===== config.mk =====
export PLATFORM = sky130hd
export DESIGN_NAME = cmp_ctrl
export DESIGN_NICKNAME = d
export VERILOG_FILES = /design/src/rtl/cmp_pkg.sv /design/src/rtl/cmp_ctrl.sv /design/src/rtl/cmp_sync.sv /design/src/rtl/cmp_mux.sv
export SDC_FILE = /design/constraint.sdc
export NUM_CORES = 1
export LEC_CHECK = 0
export BUFFER_PORTS_ARGS = -buffer_cell sky130_fd_sc_hd__buf_2
export CELL_PAD_IN_SITES_DETAIL_PLACEMENT = 0
export CELL_PAD_IN_SITES_GLOBAL_PLACEMENT = 1
export CORE_MARGIN = 1
export CORE_UTILIZATION = 37
export DETAILED_ROUTE_END_ITERATION = 6
export PLACE_DENSITY = 0.76
export RECOVER_POWER = 50
export SLEW_MARGIN = 25
export SYNTH_ARGS = -nofsm -noshare
export SYNTH_HDL_FRONTEND = slang
export SYNTH_SLANG_ARGS = --single-unit

===== constraint.sdc =====
create_clock -name hclk -period 2 [get_ports hclk]
set_input_delay 0 -clock hclk [delete_from_list [all_inputs] [get_ports hclk]]
set_output_delay 0 -clock hclk [all_outputs]
set_load 0.02 [all_outputs]

===== src/rtl/cmp_pkg.sv =====
// constants, register layout and mode codes for the dual comparator control block
// Contract
// [RQ1] two comparators take inputs from six shared pins or the internal reference
// [RQ2] status bit 7 shows comparator 2 result, reversed when its inversion is on
// [RQ3] status bit 6 shows comparator 1 result, reversed when its inversion is on
// [RQ4] control bit 5 inverts comparator 2 output before status bit and pin
// [RQ5] control bit 4 inverts comparator 1 output before status bit and pin
// [RQ6] control bit 3 swaps inverting input pins, only in mode 110
// [RQ7] control bits 2..0 choose one of eight input and output mux modes
// [RQ8] software should mask comparator interrupt while changing mode
// [RQ9] uninverted output is low when plus input below minus, high when above
// [RQ10] mode 110 puts internal reference on both non-inverting inputs
// [RQ11] result bits are read only; writes leave them alone
// [RQ12] in output modes pins carry comparator outputs unsynchronised
// [RQ13] pin direction bits still gate the pin drivers as enables
// [RQ14] port read returns zero for every pin set as analog input
// [RQ15] change flag sets whenever either comparator output changes; a change seen in a control access cycle is latched and sets no flag
// [RQ16] any read of the control register ends the mismatch condition
// [RQ17] reset returns control register to zero, mode 000, all inputs analog
// [RQ18] mismatch compares synchronised inverted outputs with copy latched at access
`default_nettype none
package cmp_pkg;
   // register byte addresses
   localparam logic [7:0] ADDR_CONTROL = 8'h00;
   localparam logic [7:0] ADDR_DIRECTION = 8'h04;
   localparam logic [7:0] ADDR_PORT = 8'h08;
   localparam logic [7:0] ADDR_IRQ_STATUS = 8'h0c;
   localparam logic [7:0] ADDR_IRQ_MASK = 8'h10;
   // control field positions
   localparam int SECOND_RESULT_BIT = 7;
   localparam int FIRST_RESULT_BIT = 6;
   localparam int SECOND_INVERT_BIT = 5;
   localparam int FIRST_INVERT_BIT = 4;
   localparam int INPUT_SWITCH_BIT = 3;
   localparam int MODE_LSB = 0;
   // interrupt status bit positions
   localparam int IRQ_CHANGE_BIT = 0;
   localparam int IRQ_WIDTH = 1;
   // reset values
   localparam logic [7:0] CONTROL_RESET = 8'h00;
   localparam logic [7:0] DIRECTION_RESET = 8'hff;
   localparam logic [IRQ_WIDTH-1:0] IRQ_MASK_RESET = 1'h0;
   // port pin indices used by the comparators
   localparam int PIN_FIRST_OUT = 1;
   localparam int PIN_SECOND_OUT = 2;
   // comparator modes
   typedef enum logic [2:0] {
      MODE_RESET = 3'b000,
      MODE_ONE_INDEP_OUT = 3'b001,
      MODE_TWO_INDEP = 3'b010,
      MODE_TWO_COMMON_REF = 3'b011,
      MODE_TWO_COMMON_REF_OUT = 3'b100,
      MODE_ONE_INDEP = 3'b101,
      MODE_FOUR_IN_MUX = 3'b110,
      MODE_OFF = 3'b111
   } cmp_mode_e;
endpackage : cmp_pkg
`default_nettype wire


===== src/rtl/cmp_ctrl.sv =====
// dual comparator control: ahb-lite slave, pin routing, change interrupt
//
// Local design decisions: the register offsets and the AHB-Lite register port.
`default_nettype none
module cmp_ctrl (
   // clock and reset
   input wire logic hclk,
   input wire logic hresetn,
   // ahb-lite slave
   input wire logic hsel,
   input wire logic [7:0] haddr,
   input wire logic [1:0] htrans,
   input wire logic hwrite,
   input wire logic [2:0] hsize,
   input wire logic [31:0] hwdata,
   input wire logic hready,
   output logic [31:0] hrdata,
   output logic hreadyout,
   output logic hresp,
   // analog comparator cores
   input wire logic [1:0] cmp_raw,
   output logic [1:0] cmp_enable,
   output logic [3:0] cmp_inv_sel,
   output logic [1:0] cmp_ref_plus_sel,
   // port pins
   input wire logic [7:0] port_in,
   output logic [7:0] pin_out,
   output logic [7:0] pin_oe_n,
   output logic [7:0] analog_en,
   // interrupt
   output logic irq
);
   localparam int IRQ_W = cmp_pkg::IRQ_WIDTH;

   typedef struct packed {
      logic [7:0] control;
      logic [7:0] port_direction;
      logic [IRQ_W-1:0] irq_status;
      logic [IRQ_W-1:0] irq_mask;
      logic [1:0] latched_out;
      logic [7:0] port_meta;
      logic [7:0] port_sync;
      logic dp_valid;
      logic dp_write;
      logic [7:0] dp_addr;
      logic [31:0] rdata;
      logic [7:0] pin_out;
      logic [7:0] pin_oe_n;
      logic [7:0] analog_en;
      logic [1:0] cmp_enable;
      logic [3:0] inv_sel;
      logic [1:0] ref_plus;
      logic irq;
   } ctrl_s;

   ctrl_s st_r;
   ctrl_s st_nxt;
   logic [1:0] mux_enable;
   logic [3:0] mux_inv_sel;
   logic [1:0] mux_ref_plus;
   logic [7:0] mux_analog;
   logic mux_pin_en;
   logic [1:0] final_out;
   logic [1:0] sync_out;
   logic [1:0] sync_final;

   // mode decode and inversion of the raw results
   cmp_mux u_mux (
      .mode_sel(st_r.control[cmp_pkg::MODE_LSB +: 3]),
      .input_switch(st_r.control[cmp_pkg::INPUT_SWITCH_BIT]),
      .invert({st_r.control[cmp_pkg::SECOND_INVERT_BIT], st_r.control[cmp_pkg::FIRST_INVERT_BIT]}),
      .raw_out(cmp_raw),
      .cmp_enable(mux_enable),
      .inv_sel(mux_inv_sel),
      .ref_plus_sel(mux_ref_plus),
      .analog_pins(mux_analog),
      .pin_out_en(mux_pin_en),
      .final_out(final_out)
   );

   // raw results are asynchronous to hclk
   cmp_sync u_sync (
      .hclk(hclk),
      .hresetn(hresetn),
      .async_in(cmp_raw),
      .sync_out(sync_out)
   );

   // inversion applied after the synchroniser so the flops never see a mux glitch
   assign sync_final = sync_out & mux_enable ^
      {st_r.control[cmp_pkg::SECOND_INVERT_BIT], st_r.control[cmp_pkg::FIRST_INVERT_BIT]}; // [RQ18]

   // next state
   always_comb begin
      logic addr_phase;
      logic rd_ctrl;
      logic wr_ctrl;
      logic access_ctrl;
      logic mismatch;
      logic [7:0] port_view;
      addr_phase = 1'b0;
      rd_ctrl = 1'b0;
      wr_ctrl = 1'b0;
      access_ctrl = 1'b0;
      mismatch = 1'b0;
      port_view = 8'h00;
      st_nxt = st_r;

      // address phase capture, zero wait states
      addr_phase = hsel && hready && htrans[1];
      st_nxt.dp_valid = addr_phase;
      st_nxt.dp_write = hwrite;
      st_nxt.dp_addr = haddr;

      // pin inputs pass two flops
      st_nxt.port_meta = port_in;
      st_nxt.port_sync = st_r.port_meta;
      // analog pins read as zero
      port_view = st_r.port_sync & ~st_r.analog_en; // [RQ14]

      // write data phase
      if (st_r.dp_valid && st_r.dp_write) begin
         if (st_r.dp_addr == cmp_pkg::ADDR_CONTROL) begin
            wr_ctrl = 1'b1;
            st_nxt.control[5:0] = hwdata[5:0]; // [RQ11]
         end else if (st_r.dp_addr == cmp_pkg::ADDR_DIRECTION) begin
            st_nxt.port_direction = hwdata[7:0];
         end else if (st_r.dp_addr == cmp_pkg::ADDR_IRQ_MASK) begin
            st_nxt.irq_mask = hwdata[IRQ_W-1:0];
         end
      end
      rd_ctrl = st_r.dp_valid && !st_r.dp_write && st_r.dp_addr == cmp_pkg::ADDR_CONTROL;
      access_ctrl = rd_ctrl || wr_ctrl;

      // result bits follow synchronised, inverted outputs
      st_nxt.control[cmp_pkg::SECOND_RESULT_BIT] = sync_final[1]; // [RQ2]
      st_nxt.control[cmp_pkg::FIRST_RESULT_BIT] = sync_final[0]; // [RQ3]

      // mismatch against copy taken at last access
      mismatch = sync_final != st_r.latched_out; // [RQ18]
      if (access_ctrl) begin
         st_nxt.latched_out = sync_final; // [RQ16]
      end

      // read data, registered in the address phase cycle
      st_nxt.rdata = 32'h0000_0000;
      if (addr_phase && !hwrite) begin
         if (haddr == cmp_pkg::ADDR_CONTROL) begin
            st_nxt.rdata = {24'h00_0000, sync_final, st_r.control[5:0]};
         end else if (haddr == cmp_pkg::ADDR_DIRECTION) begin
            st_nxt.rdata = {24'h00_0000, st_r.port_direction};
         end else if (haddr == cmp_pkg::ADDR_PORT) begin
            st_nxt.rdata = {24'h00_0000, port_view};
         end else if (haddr == cmp_pkg::ADDR_IRQ_STATUS) begin
            st_nxt.rdata = {{(32 - IRQ_W){1'b0}}, st_r.irq_status};
         end else if (haddr == cmp_pkg::ADDR_IRQ_MASK) begin
            st_nxt.rdata = {{(32 - IRQ_W){1'b0}}, st_r.irq_mask};
         end
      end

      // write one to clear, a new change wins over the clear
      if (st_r.dp_valid && st_r.dp_write && st_r.dp_addr == cmp_pkg::ADDR_IRQ_STATUS) begin
         st_nxt.irq_status = st_r.irq_status & ~hwdata[IRQ_W-1:0];
      end
      if (mismatch && !access_ctrl) begin
         st_nxt.irq_status[cmp_pkg::IRQ_CHANGE_BIT] = 1'b1; // [RQ15]
      end
      st_nxt.irq = |(st_nxt.irq_status & st_nxt.irq_mask);

      // analog side controls follow the mode
      st_nxt.cmp_enable = mux_enable;
      st_nxt.inv_sel = mux_inv_sel;
      st_nxt.ref_plus = mux_ref_plus;
      st_nxt.analog_en = mux_analog;

      // pin drivers: outputs in output modes, direction bit gates each driver
      st_nxt.pin_out = 8'h00;
      st_nxt.pin_oe_n = st_r.port_direction; // [RQ13]
      if (mux_pin_en) begin
         st_nxt.pin_out[cmp_pkg::PIN_FIRST_OUT] = final_out[0]; // [RQ12]
         st_nxt.pin_out[cmp_pkg::PIN_SECOND_OUT] = final_out[1];
      end
      // analog pins never drive
      st_nxt.pin_oe_n = st_nxt.pin_oe_n | mux_analog;
   end

   // state register
   always_ff @(posedge hclk or negedge hresetn) begin
      if (!hresetn) begin
         st_r <= '0;
         st_r.control <= cmp_pkg::CONTROL_RESET; // [RQ17]
         st_r.port_direction <= cmp_pkg::DIRECTION_RESET;
         st_r.irq_mask <= cmp_pkg::IRQ_MASK_RESET;
         st_r.pin_oe_n <= 8'hff;
         st_r.analog_en <= 8'h7e;
      end else begin
         st_r <= st_nxt;
      end
   end

   // outputs straight from flops except the tied-off hreadyout and hresp; pin path is registered one cycle after the raw result
   assign hrdata = st_r.rdata;
   assign hreadyout = 1'b1;
   assign hresp = 1'b0;
   assign cmp_enable = st_r.cmp_enable;
   assign cmp_inv_sel = st_r.inv_sel;
   assign cmp_ref_plus_sel = st_r.ref_plus;
   assign pin_out = st_r.pin_out;
   assign pin_oe_n = st_r.pin_oe_n;
   assign analog_en = st_r.analog_en;
   assign irq = st_r.irq;
endmodule : cmp_ctrl
`default_nettype wire


===== src/rtl/cmp_sync.sv =====
// two flop synchroniser for the comparator outputs
`default_nettype none
module cmp_sync (
   // clock and reset
   input wire logic hclk,
   input wire logic hresetn,
   // data
   input wire logic [1:0] async_in,
   output logic [1:0] sync_out
);
   typedef struct packed {
      logic [1:0] meta;
      logic [1:0] stable;
   } sync_s;
   sync_s st_r;
   sync_s st_nxt;

   // first stage only feeds the second
   always_comb begin
      st_nxt.meta = async_in;
      st_nxt.stable = st_r.meta;
   end

   // register stages
   always_ff @(posedge hclk or negedge hresetn) begin
      if (!hresetn) begin
         st_r <= '0;
      end else begin
         st_r <= st_nxt;
      end
   end

   assign sync_out = st_r.stable;
endmodule : cmp_sync
`default_nettype wire


===== src/rtl/cmp_mux.sv =====
// analog mux selects and pin output routing per comparator mode
`default_nettype none
module cmp_mux (
   // configuration
   input wire logic [2:0] mode_sel,
   input wire logic input_switch,
   input wire logic [1:0] invert,
   // raw comparator results
   input wire logic [1:0] raw_out,
   // routing
   output logic [1:0] cmp_enable,
   output logic [3:0] inv_sel,
   output logic [1:0] ref_plus_sel,
   output logic [7:0] analog_pins,
   output logic pin_out_en,
   output logic [1:0] final_out
);
   // inversion applies ahead of the pins; the status bits invert the synchronised result in cmp_ctrl
   assign final_out = raw_out ^ invert; // [RQ4] [RQ5] [RQ9]

   // mux setup per mode; in mode 110 only, inv_sel sets two of four bits, one per comparator, over pins 3,4,5,6 with 1/2 as minus inputs
   always_comb begin
      cmp_enable = 2'b11;
      inv_sel = 4'h0;
      ref_plus_sel = 2'b00;
      analog_pins = 8'h7e; // [RQ1]
      pin_out_en = 1'b0;
      case (cmp_pkg::cmp_mode_e'(mode_sel)) // [RQ7]
         cmp_pkg::MODE_RESET: begin
            cmp_enable = 2'b00; // [RQ17]
         end
         cmp_pkg::MODE_ONE_INDEP_OUT: begin
            cmp_enable = 2'b01;
            pin_out_en = 1'b1;
            analog_pins = 8'h18;
         end
         cmp_pkg::MODE_ONE_INDEP: begin
            cmp_enable = 2'b01;
            analog_pins = 8'h18;
         end
         cmp_pkg::MODE_TWO_COMMON_REF_OUT: begin
            pin_out_en = 1'b1; // [RQ12]
            analog_pins = 8'h58;
         end
         cmp_pkg::MODE_FOUR_IN_MUX: begin
            ref_plus_sel = 2'b11; // [RQ10]
            inv_sel = input_switch ? 4'h6 : 4'h9; // [RQ6]
         end
         cmp_pkg::MODE_OFF: begin
            cmp_enable = 2'b00;
            analog_pins = 8'h00;
         end
         default: begin
            cmp_enable = 2'b11;
         end
      endcase
   end
endmodule : cmp_mux
`default_nettype wire


==> run summary, run 1 <==
Io pins -> 127
Finished Layout Cells -> 446
Library cells used by synthesis -> 35
# diodes -> 0
Max Buffers Root-to-Sink -> 2
Setup TNS -> 0 ns
Full die area -> 9000 um2
Synth Cell Area -> 3190 um2
FF+latch count, synth -> 75
Cell taking the most area after synthesis -> dfrtp_1
RSZ-0062 raised after global routing -> no
Ys async rst share -> 1.00
Crit path max fanout -> 8
Synth top area cells -> dfrtp_1 44%, dfstp_2 16%, buf_4 16%
Logic gate share of total power -> 0.101
DRC viols -> 0
Sequential cell area fraction in the yosys report -> 0.595
CTS Root Cell -> clkbuf_8
Worst skew pair latency -> 0.35 ns
CTS Buf Count -> 9
Max Cap Viol -> 1
Clock transition at path regs -> 0.07 ns
Failing checks -> capacitance limit, slew limit
Global route overflow -> 0
Fin crit period -> 1.78 ns
Hold depth -> 4
Antenna Nets Post-Route -> 0
Final wirelength -> 5.53 mm
Initial Util -> 0.385
Internal -> 2.30 mW
Die X -> 94.9 um
Post-synth EDFFs -> 0
CTS tree -> built
Worst setup SP type -> input pin
DRT Pass-1 Iters -> 5
Row cnt -> 33
Multi-input logic area -> 853 um2
Avg Cell Area, Syn -> 12.1 um2
Vias/cell -> 4.33
Fillers -> 805
Hold crit path type -> in -> reg
Fin Clk Skew -> 0.00513 ns
Die Ht -> 94.9 um
Drt wl/cell -> 12.4 um
Share of cells above drive strength 1 -> 0.270
Placed Cells -> 400
Pwr Density -> 809 nW/um2
Share of the synthesized area in the top cell type -> 0.439
PnR worst setup slack -> 0.221 ns
Via Count -> 1930
Worst slew pin tran -> 1.56 ns
Final Hold Fails -> 0
Setup crit end kind -> flop
FF-to-FF path depth -> 5
Largest net degree at the start of global routing -> 48
H-tree depth -> 3
DP Worst Slack -> 0.268 ns
First-pass GRT wire length -> 8.90 mm
Status -> finished with violations
Most common cell after layout, fill and taps aside -> dfrtp_1
Maximum vdd drop -> 436 uV
Initial antenna violation count -> 0
I/O Buffers -> 64
Synth Flop Type -> dfrtp_1
1st-iter DRT viols -> 72
Synthesis-to-layout area growth -> 17.7%
Most frequent cells in the layout -> 56 x dfrtp_1, 34 x conb_1, 34 x buf_2
CP required -> 2.23 ns
Routability congestion estimate from global placement -> 0.734
Leak -> 1.71 nW
DP Wirelength -> 3.88 mm
Seq pwr share -> 0.531
Via count of the first global-routing pass -> 1905
Core ar. -> 8300 um2
Max Freq -> 562 MHz
Slew margin rel. -> -0.0424
Critical Path AT -> 2.01 ns
Sequential standard cell area -> 1900 um2
Worst setup path category -> in -> reg
Cells after Synth -> 264
Sw Pwr -> 0.741 mW
Clk pwr share -> 0.367
Sw Share -> 0.244
Slew Limit Fails -> 29
Final Hold Slack -> 0.124 ns
Clock sink count -> 75
Final nets -> 396
Final Setup Violations -> 0
GR Util All Layers -> 0.136
Crit share post-route -> 0.889
Ys Warns -> 0
[path summary, 6_finish.rpt]
kind / from / to / slack, ns
min in group asynchronous: hresetn / hrdata[4]$_DFF_PN0_ / 0.58
max in group asynchronous: hresetn / analog_en[5]$_DFF_PN1_ / 0.43
worst min register to register: st_nxt[76]$_DFF_PN0_ / st_r[76]$_DFF_PN0_ / 0.35
worst min-delay path: htrans[1] / hrdata[0]$_DFF_PN0_ / 0.12
worst max-delay path: haddr[7] / hrdata[7]$_DFF_PN0_ / 0.22
worst max register to register: st_r[66]$_DFF_PN0_ / st_r[96]$_DFFE_PN1P_ / 0.27
[metal layers]
| layer | routed length (um) | up-vias | track usage |
|---|---|---|---|
| met2 | 2790 | 72 | 0.223 |
| met5 | 0 | - | 0 |
| li1 | - | 915 | - |
| met3 | 331 | 9 | 0.0443 |
| met4 | 80 | 0 | 0.0606 |
| met1 | 2330 | 934 | 0.164 |
[kinds of logic (layout without fill, tap and decap cells)]
logic type	count (synthesis)	in the layout	synth area share
AOI/OAI and AO/OA	26	26	0.0502
xor gates and xnor gates	7	7	0.0239
other	2	34	0.00235
and+or+nand+nor	57	57	0.100
muxes	15	15	0.0529
buffers and inverters	82	127	0.175
DFF	75	75	0.595
[sequential cells by signal, indices dropped and copies added (netlist names)]
signal            flops
u_sync.st_nxt         2
hrdata                8
st_r                 36
u_sync.sync_out       2
cmp_inv_sel           2
analog_en             3
st_nxt                8
cmp_enable            2
pin_oe_n              8
irq                   1
pin_out               2
cmp_ref_plus_sel      1
[repair_timing]
action                                 4_1_cts  5_1_grt
hold buffers                                30        0
resized for setup                            0        0
endpoints found under the hold margin       57        0
buffers inserted                             0        0
[worst max-delay path, stage by stage]
cell	delay [ns]
dlygate4sd3_1	0.53
clkbuf_1	0.12
nor4_2	0.27
nand2b_1	0.13
or4_1	0.60
o221a_1	0.35
[through the flow]
stage | total power [mW] | area, um2 | utilization
after global placement | 1.91 | 3300 | 0.398
final | 3.04 | 3760 | 0.453
after detailed placement | 1.91 | 3300 | 0.398
after global routing | 3.18 | 3760 | 0.453
after CTS | 3.08 | 3790 | 0.457
after floorplan | 1.88 | 3310 | -
[synthesized netlist by cell type (all sizes together), types with 2 or more instances]
| library cell | count |
|---|---|
| xnor2 | 4 |
| clkbuf | 2 |
| dfrtp | 56 |
| nor2b | 2 |
| nand3 | 5 |
| inv | 12 |
| nor3 | 4 |
| conb | 2 |
| dfstp | 19 |
| nor3b | 6 |
| o221a | 3 |
| nor2 | 13 |
| o21ai | 5 |
| nor4 | 2 |
| nand2 | 8 |
| or2 | 2 |
| mux2 | 15 |
| xor2 | 2 |
| a21oi | 14 |
| nand2b | 8 |
| buf | 68 |
| a21boi | 2 |
| nand4 | 2 |
[area by class of cell]
| class | count | area share |
|---|---|---|
| tap | 105 | 0.0350 |
| sequential | 75 | 0.506 |
| timing repair buffer | 99 | 0.169 |
| inverter | 12 | 0.0120 |
| clock inverter | 6 | 0.0147 |
| clock buffer | 10 | 0.0366 |
| multi-input combinational | 139 | 0.227 |
[power by group through the flow]
stage	Clock [mW]	Sequential, mW	Combinational (mW)
after global routing	1.22	1.62	0.344
after CTS	1.15	1.61	0.317
after floorplan	0	1.63	0.243
after detailed placement	0	1.64	0.271
final	1.12	1.61	0.308
after global placement	0	1.64	0.268
(Power assumes the default switching activity.)
==> run 2, diff against run 1 <==
Settings changed: CORE_UTILIZATION 37 to 38, CTS_BUF_LIST set to sky130_fd_sc_hd__clkbuf_2 sky130_fd_sc_hd__clkbuf_4 sky130_fd_sc_hd__clkbuf_8, PLACE_DENSITY 0.76 to 0.78.
==> run summary, run 2 (synthesized netlist as in run 1, its figures left out) <==
Max Cap Viol -> 0 (was 1)
Via Count -> 1896 (was 1930)
Slew Limit Fails -> 0 (was 29)
Share of cells above drive strength 1 -> 0.265 (was 0.270)
I/O Buffers -> 64 (unchanged)
CTS Buf Count -> 9 (unchanged)
Final Setup Violations -> 0 (unchanged)
Fin crit period -> 1.81 ns (was 1.78 ns)
GR Util All Layers -> 0.147 (was 0.136)
FF-to-FF path depth -> 5 (unchanged)
Most common cell after layout, fill and taps aside -> dfrtp_1 (unchanged)
Antenna Nets Post-Route -> 0 (unchanged)
Status -> finished clean (was finished with violations)
Setup crit end kind -> flop (unchanged)
Reg2reg end -> st_r[100]$_DFFE_PN1P_ (was st_r[96]$_DFFE_PN1P_)
Initial Util -> 0.390 (was 0.385)
1st-iter DRT viols -> 73 (was 72)
Max Buffers Root-to-Sink -> 2 (unchanged)
PnR worst setup slack -> 0.186 ns (was 0.221 ns)
First-pass GRT wire length -> 9.16 mm (was 8.90 mm)
Max FFs per register -> 36 (unchanged)
Vias/cell -> 4.26 (was 4.33)
Register with the highest flop count -> st_r (unchanged)
Crit path max fanout -> 16 (was 8)
Setup TNS -> 0 ns (unchanged)
Reg2reg start -> st_r[66]$_DFF_PN0_ (unchanged)
Max Freq -> 551 MHz (was 562 MHz)
Clock transition at path regs -> 0.07 ns (about the same)
Critical Path AT -> 2.04 ns (was 2.01 ns)
Largest stage delay, worst path -> 0.79 ns (was 0.60 ns)
Final Hold Slack -> 0.132 ns (was 0.124 ns)
Synthesis-to-layout area growth -> 17.4% (was 17.7%)
Slew margin rel. -> 0.0821 (was -0.0424)
Fin Clk Skew -> 0.00802 ns (was 0.00513 ns)
DP Worst Slack -> 0.219 ns (was 0.268 ns)
Pwr Density -> 819 nW/um2 (was 809 nW/um2)
Worst Hold Path EP -> hrdata[0]$_DFF_PN0_ (unchanged)
Worst slew pin tran -> 1.38 ns (was 1.56 ns)
H-tree depth -> 3 (unchanged)
Via count of the first global-routing pass -> 1790 (was 1905)
Leak -> 1.70 nW (was 1.71 nW)
Final wirelength -> 5.71 mm (was 5.53 mm)
R2r setup slk -> 0.19 ns (was 0.27 ns)
Row cnt -> 33 (unchanged)
Finished Layout Cells -> 445 (was 446)
Io pins -> 127 (unchanged)
CTS tree -> built (unchanged)
Worst path cell trace -> dlygate4sd3_1, clkbuf_1, or4_1, o221a_1 (was dlygate4sd3_1, clkbuf_1, nor4_2, nand2b_1, or4_1, o221a_1)
Hold depth -> 4 (unchanged)
Fin util -> 0.459 (was 0.453)
Crit share post-route -> 0.907 (was 0.889)
Full die area -> 8770 um2 (was 9000 um2)
Die X -> 93.7 um (was 94.9 um)
Core ar. -> 8180 um2 (was 8300 um2)
Final nets -> 395 (was 396)
Clock sink count -> 75 (unchanged)
CTS Root Cell -> clkbuf_8 (unchanged)
CP required -> 2.23 ns (about the same)
RSZ-0062 raised after global routing -> no (unchanged)
Final Hold Fails -> 0 (unchanged)
Routability congestion estimate from global placement -> 0.782 (was 0.734)
Initial antenna violation count -> 0 (unchanged)
Drt wl/cell -> 12.8 um (was 12.4 um)
Most frequent cells in the layout -> 56 x dfrtp_1, 34 x conb_1, 33 x buf_2 (was 56 x dfrtp_1, 34 x conb_1, 34 x buf_2)
DRT Pass-1 Iters -> 4 (was 5)
DRC viols -> 0 (unchanged)
Global route overflow -> 0 (unchanged)
Largest net degree at the start of global routing -> 51 (was 48)
Worst skew pair latency -> 0.35 ns (about the same)
Postcts setup bufs -> 0 (unchanged)
# diodes -> 0 (unchanged)
Hold crit path type -> in -> reg (unchanged)
Placed Cells -> 399 (was 400)
Maximum vdd drop -> 331 uV (was 436 uV)
DP Wirelength -> 3.78 mm (was 3.88 mm)
Die Ht -> 93.7 um (was 94.9 um)
Worst setup path category -> in -> reg (unchanged)
HP Start -> htrans[1] (unchanged)
CP max-delay cell -> or4_1 (unchanged)
Worst setup SP type -> input pin (unchanged)
run 2: area by class of cell:
class,count,area [um2]
clock buffers,10,138
multi-input cells,139,853
inverters,12,45.0
clock inverters,6,65.1
repair buffers,98,616
fillers,789,4430
flip-flops and latches,75,1900
well taps,105,131
run 2: worst max path at each step:
| stage | end | cells after the start | startpoint |
|---|---|---|---|
| CTS | st_r[100]$_DFFE_PN1P_ | 5 | st_r[66]$_DFF_PN0_ |
| global placement | st_r[100]$_DFFE_PN1P_ | 5 | st_r[66]$_DFF_PN0_ |
| floorplan | st_r[100]$_DFFE_PN1P_ | 4 | st_r[66]$_DFF_PN0_ |
| detailed placement | st_r[100]$_DFFE_PN1P_ | 5 | st_r[66]$_DFF_PN0_ |
| finish | hrdata[7]$_DFF_PN0_ | 4 | haddr[2] |
| global route | st_r[100]$_DFFE_PN1P_ | 5 | st_r[66]$_DFF_PN0_ |
run 2: power by group:
part           internal, mW  switching, mW  total [mW]
sequential             1.58         0.0302        1.61
combinational         0.112          0.195       0.307
clock                 0.609          0.538        1.15
run 2: worst max-delay path: cells and delay by family:
family,cells,cell delay (ns)
buf+inv,2,0.88
simple gates,1,0.79
compound gates,1,0.36
run 2: metrics by stage:
| step | instance area [um2] | total power, mW |
|---|---|---|
| 2_1_floorplan | 3310 | 1.88 |
| 3_3_place_gp | 3290 | 1.91 |
| 3_5_place_dp | 3290 | 1.91 |
| 4_1_cts | 3800 | 3.12 |
| 5_1_grt | 3750 | 3.24 |
| 6_report | 3750 | 3.07 |
run 2: layer usage:
layer  global-route usage  up-vias  share of wire
li1                     -      909              -
met1                0.180      913           0.44
met2                0.232       66           0.49
met3               0.0583        8          0.053
met4               0.0577        0          0.015
met5                    0        -              0
run 2: timing repair:
item | in CTS | in global routing
hold buffers | 30 | 0
endpoints found under the hold margin | 55 | 0
gates resized for setup | 0 | 0
==> run 3, diff against run 2 <==
Settings changed: ABC_AREA set to 1, PLACE_DENSITY 0.78 to 0.79.
==> run summary, run 3 <==
Critical Path AT -> 1.86 ns (was 2.04 ns)
Buf/Inv on CP -> 1 (was 2)
Final wirelength -> 6.13 mm (was 5.71 mm)
Global route overflow -> 0 (unchanged)
Initial Util -> 0.399 (was 0.390)
FF+latch count, synth -> 75 (unchanged)
Largest stage delay, worst path -> 0.36 ns (was 0.79 ns)
Die X -> 95.8 um (was 93.7 um)
Via Count -> 2209 (was 1896)
Internal -> 2.33 mW (was 2.30 mW)
CP required -> 2.22 ns (was 2.23 ns)
Worst setup SP type -> flop (was input pin)
Row cnt -> 33 (unchanged)
Initial antenna violation count -> 0 (unchanged)
Io pins -> 127 (unchanged)
Routability congestion estimate from global placement -> 0.815 (was 0.782)
Core ar. -> 8380 um2 (was 8180 um2)
Final Hold Slack -> 0.102 ns (was 0.132 ns)
CTS Buf Count -> 9 (unchanged)
Setup TNS -> 0 ns (unchanged)
Full die area -> 9180 um2 (was 8770 um2)
CP most frequent cell -> nand2_1
RSZ-0062 raised after global routing -> no (unchanged)
First-pass GRT wire length -> 9.74 mm (was 9.16 mm)
Placed Cells -> 469 (was 399)
Ys Warns -> 0 (unchanged)
Cell area after placement -> 3430 um2 (was 3290 um2)
Final Setup Violations -> 0 (unchanged)
Final Hold Fails -> 0 (unchanged)
Maximum vdd drop -> 280 uV (was 331 uV)
Die Ht -> 95.8 um (was 93.7 um)
Ys async rst share -> 1.00 (unchanged)
Clk pwr share -> 0.394 (was 0.374)
Crit path max-delay family -> simple AND/OR/NAND/NOR gates (was buffers and inverters)
Worst skew pair latency -> 0.34 ns (was 0.35 ns)
DRC viols -> 0 (unchanged)
Worst setup path category -> reg -> reg (was in -> reg)
Pwr Density -> 778 nW/um2 (was 819 nW/um2)
GR Util All Layers -> 0.145 (was 0.147)
Status -> finished clean (unchanged)
CTS Root Cell -> clkbuf_8 (unchanged)
Clock transition at path regs -> 0.08 ns (was 0.07 ns)
Slew Limit Fails -> 0 (unchanged)
Max FFs per register -> 36 (unchanged)
Avg Cell Area, Syn -> 9.98 um2 (was 12.1 um2)
Synthesis-to-layout area growth -> 17.1% (was 17.4%)
Setup crit end kind -> flop (unchanged)
Cell taking the most area after synthesis -> dfrtp_1 (unchanged)
CTS tree -> built (unchanged)
Worst path cell trace -> nor2_1, nand2_1, nor2_1, inv_1, nor3_2, nand2_1, nand2_1, o21ai_2 (was dlygate4sd3_1, clkbuf_1, or4_1, o221a_1)
I/O Buffers -> 64 (unchanged)
Register with the highest flop count -> st_r (unchanged)
R2r setup slk -> 0.37 ns (was 0.19 ns)
Finished Layout Cells -> 515 (was 445)
DP Worst Slack -> 0.364 ns (was 0.219 ns)
Fillers -> 816 (was 789)
Hold crit path type -> in -> reg (unchanged)
Synth cell count leaders -> 67 x buf_4, 56 x dfrtp_1, 46 x nand2_1, 41 x inv_1 (was 66 x buf_4, 56 x dfrtp_1, 19 x dfstp_2, 15 x mux2_2, 14 x a21oi_1)
Worst slew pin tran -> 0.959 ns (was 1.38 ns)
Crit path max fanout -> 12 (was 16)
DP Wirelength -> 4.39 mm (was 3.78 mm)
Cells after Synth -> 335 (was 264)
DRT Pass-1 Iters -> 4 (unchanged)
Drt wl/cell -> 11.9 um (was 12.8 um)
Synth top area cells -> dfrtp_1 42%, buf_4 15%, dfstp_2 15% (was dfrtp_1 44%, dfstp_2 16%, buf_4 16%)
Max Buffers Root-to-Sink -> 2 (unchanged)
Sequential standard cell area -> 1900 um2 (unchanged)
Synth Cell Area -> 3340 um2 (was 3190 um2)
Max Cap Viol -> 0 (unchanged)
Crit share post-route -> 0.817 (was 0.907)
Sw Pwr -> 0.716 mW (was 0.763 mW)
Library cells used by synthesis -> 30 (was 35)
CP max-delay cell -> dfrtp_1 (was or4_1)
Leak -> 2.08 nW (was 1.70 nW)
Most frequent cells in the layout -> 56 x dfrtp_1, 52 x buf_2, 46 x nand2_1 (was 56 x dfrtp_1, 34 x conb_1, 33 x buf_2)
Logic gate share of total power -> 0.084 (was 0.100)
Sw Share -> 0.235 (was 0.249)
Cell with the most instances after synthesis -> buf_4 (unchanged)
Slew margin rel. -> 0.360 (was 0.0821)
Largest net degree at the start of global routing -> 76 (was 51)
1st-iter DRT viols -> 59 (was 73)
Fin area -> 3910 um2 (was 3750 um2)
Fin Clk Skew -> 0.00734 ns (was 0.00802 ns)
Seq pwr share -> 0.522 (was 0.526)
Max Freq -> 612 MHz (was 551 MHz)
Clock sink count -> 75 (unchanged)
Final nets -> 465 (was 395)
Most common cell after layout, fill and taps aside -> dfrtp_1 (unchanged)
Share of the synthesized area in the top cell type -> 0.419 (was 0.439)
H-tree depth -> 3 (unchanged)
# diodes -> 0 (unchanged)
Post-synth EDFFs -> 0 (unchanged)
Sequential cell area fraction in the yosys report -> 0.568 (was 0.595)
Antenna Nets Post-Route -> 0 (unchanged)
Post-CTS sizing -> 0 (unchanged)
Fin crit period -> 1.63 ns (was 1.81 ns)
Via count of the first global-routing pass -> 2099 (was 1790)
Share of cells above drive strength 1 -> 0.283 (was 0.265)
Synth Flop Type -> dfrtp_1 (unchanged)
Vias/cell -> 4.29 (was 4.26)
PnR worst setup slack -> 0.367 ns (was 0.186 ns)
Multi-input logic area -> 895 um2 (was 853 um2)
run 3: logic make-up after synthesis:
logic type | after synthesis | synth area share
mux | 2 | 0.00674
flops | 75 | 0.568
other cells | 2 | 0.00225
simple gates | 104 | 0.149
xor+xnor | 2 | 0.00524
buf+inv | 111 | 0.200
compound gates | 39 | 0.0681
run 3: final cells by class:
| type | instances | share of cell area |
|---|---|---|
| tap | 105 | 0.0336 |
| clock buffer | 12 | 0.0422 |
| sequential | 75 | 0.486 |
| inverter | 43 | 0.0412 |
| timing repair buffer | 95 | 0.157 |
| clock inverter | 4 | 0.0121 |
| multi-input combinational | 181 | 0.229 |
run 3: worst paths after layout:
| path | start | end | cells past startpoint |
|---|---|---|---|
| max in group asynchronous | hresetn | st_r[91]$_DFFE_PN0N_ | 3 |
| hold / removal | hsel | hrdata[7]$_DFF_PN0_ | 5 |
| setup / recovery | st_r[72]$_DFF_PN0_ | st_r[106]$_DFFE_PN0P_ | 8 |
| hold reg to reg | st_nxt[79]$_DFF_PN0_ | st_r[79]$_DFF_PN0_ | 0 |
| setup reg to reg | st_r[72]$_DFF_PN0_ | st_r[106]$_DFFE_PN0P_ | 8 |
| min in group asynchronous | hresetn | st_nxt[77]$_DFF_PN0_ | 3 |
run 3: routing by layer:
layer  up-vias  track usage  part of all wire
li1       1078            -                 -
met1      1050        0.182              0.45
met2        71        0.240              0.48
met3        10       0.0229             0.045
met4         0       0.0746             0.017
met5         -            0                 0
run 3: worst register-to-register path: stages, from the launching register on:
cell     delay [ns]
dfrtp_1        0.36
nor2_1         0.09
nand2_1        0.09
nor2_1         0.16
inv_1          0.10
nor3_2         0.13
nand2_1        0.33
nand2_1        0.19
o21ai_2        0.06
run 3: stage by stage:
step	utilization	power [mW]
after detailed placement	0.409	1.84
after floorplan	-	1.80
after global routing	0.467	3.16
after global placement	0.409	1.83
final	0.467	3.05
after CTS	0.470	3.08
run 3: power by group through the flow:
| stage | registers (mW) | clock network [mW] | logic (mW) |
|---|---|---|---|
| floorplan | 1.61 | 0 | 0.188 |
| finish | 1.59 | 1.20 | 0.255 |
| global placement | 1.62 | 0 | 0.216 |
| CTS | 1.59 | 1.22 | 0.264 |
| global route | 1.59 | 1.28 | 0.286 |
| detailed placement | 1.62 | 0 | 0.219 |
run 3: timing repair:
action,in CTS,in global routing
hold endpoints to repair,113,0
setup endpoints to repair,0,0
hold buffers,30,0
setup buffers,0,0
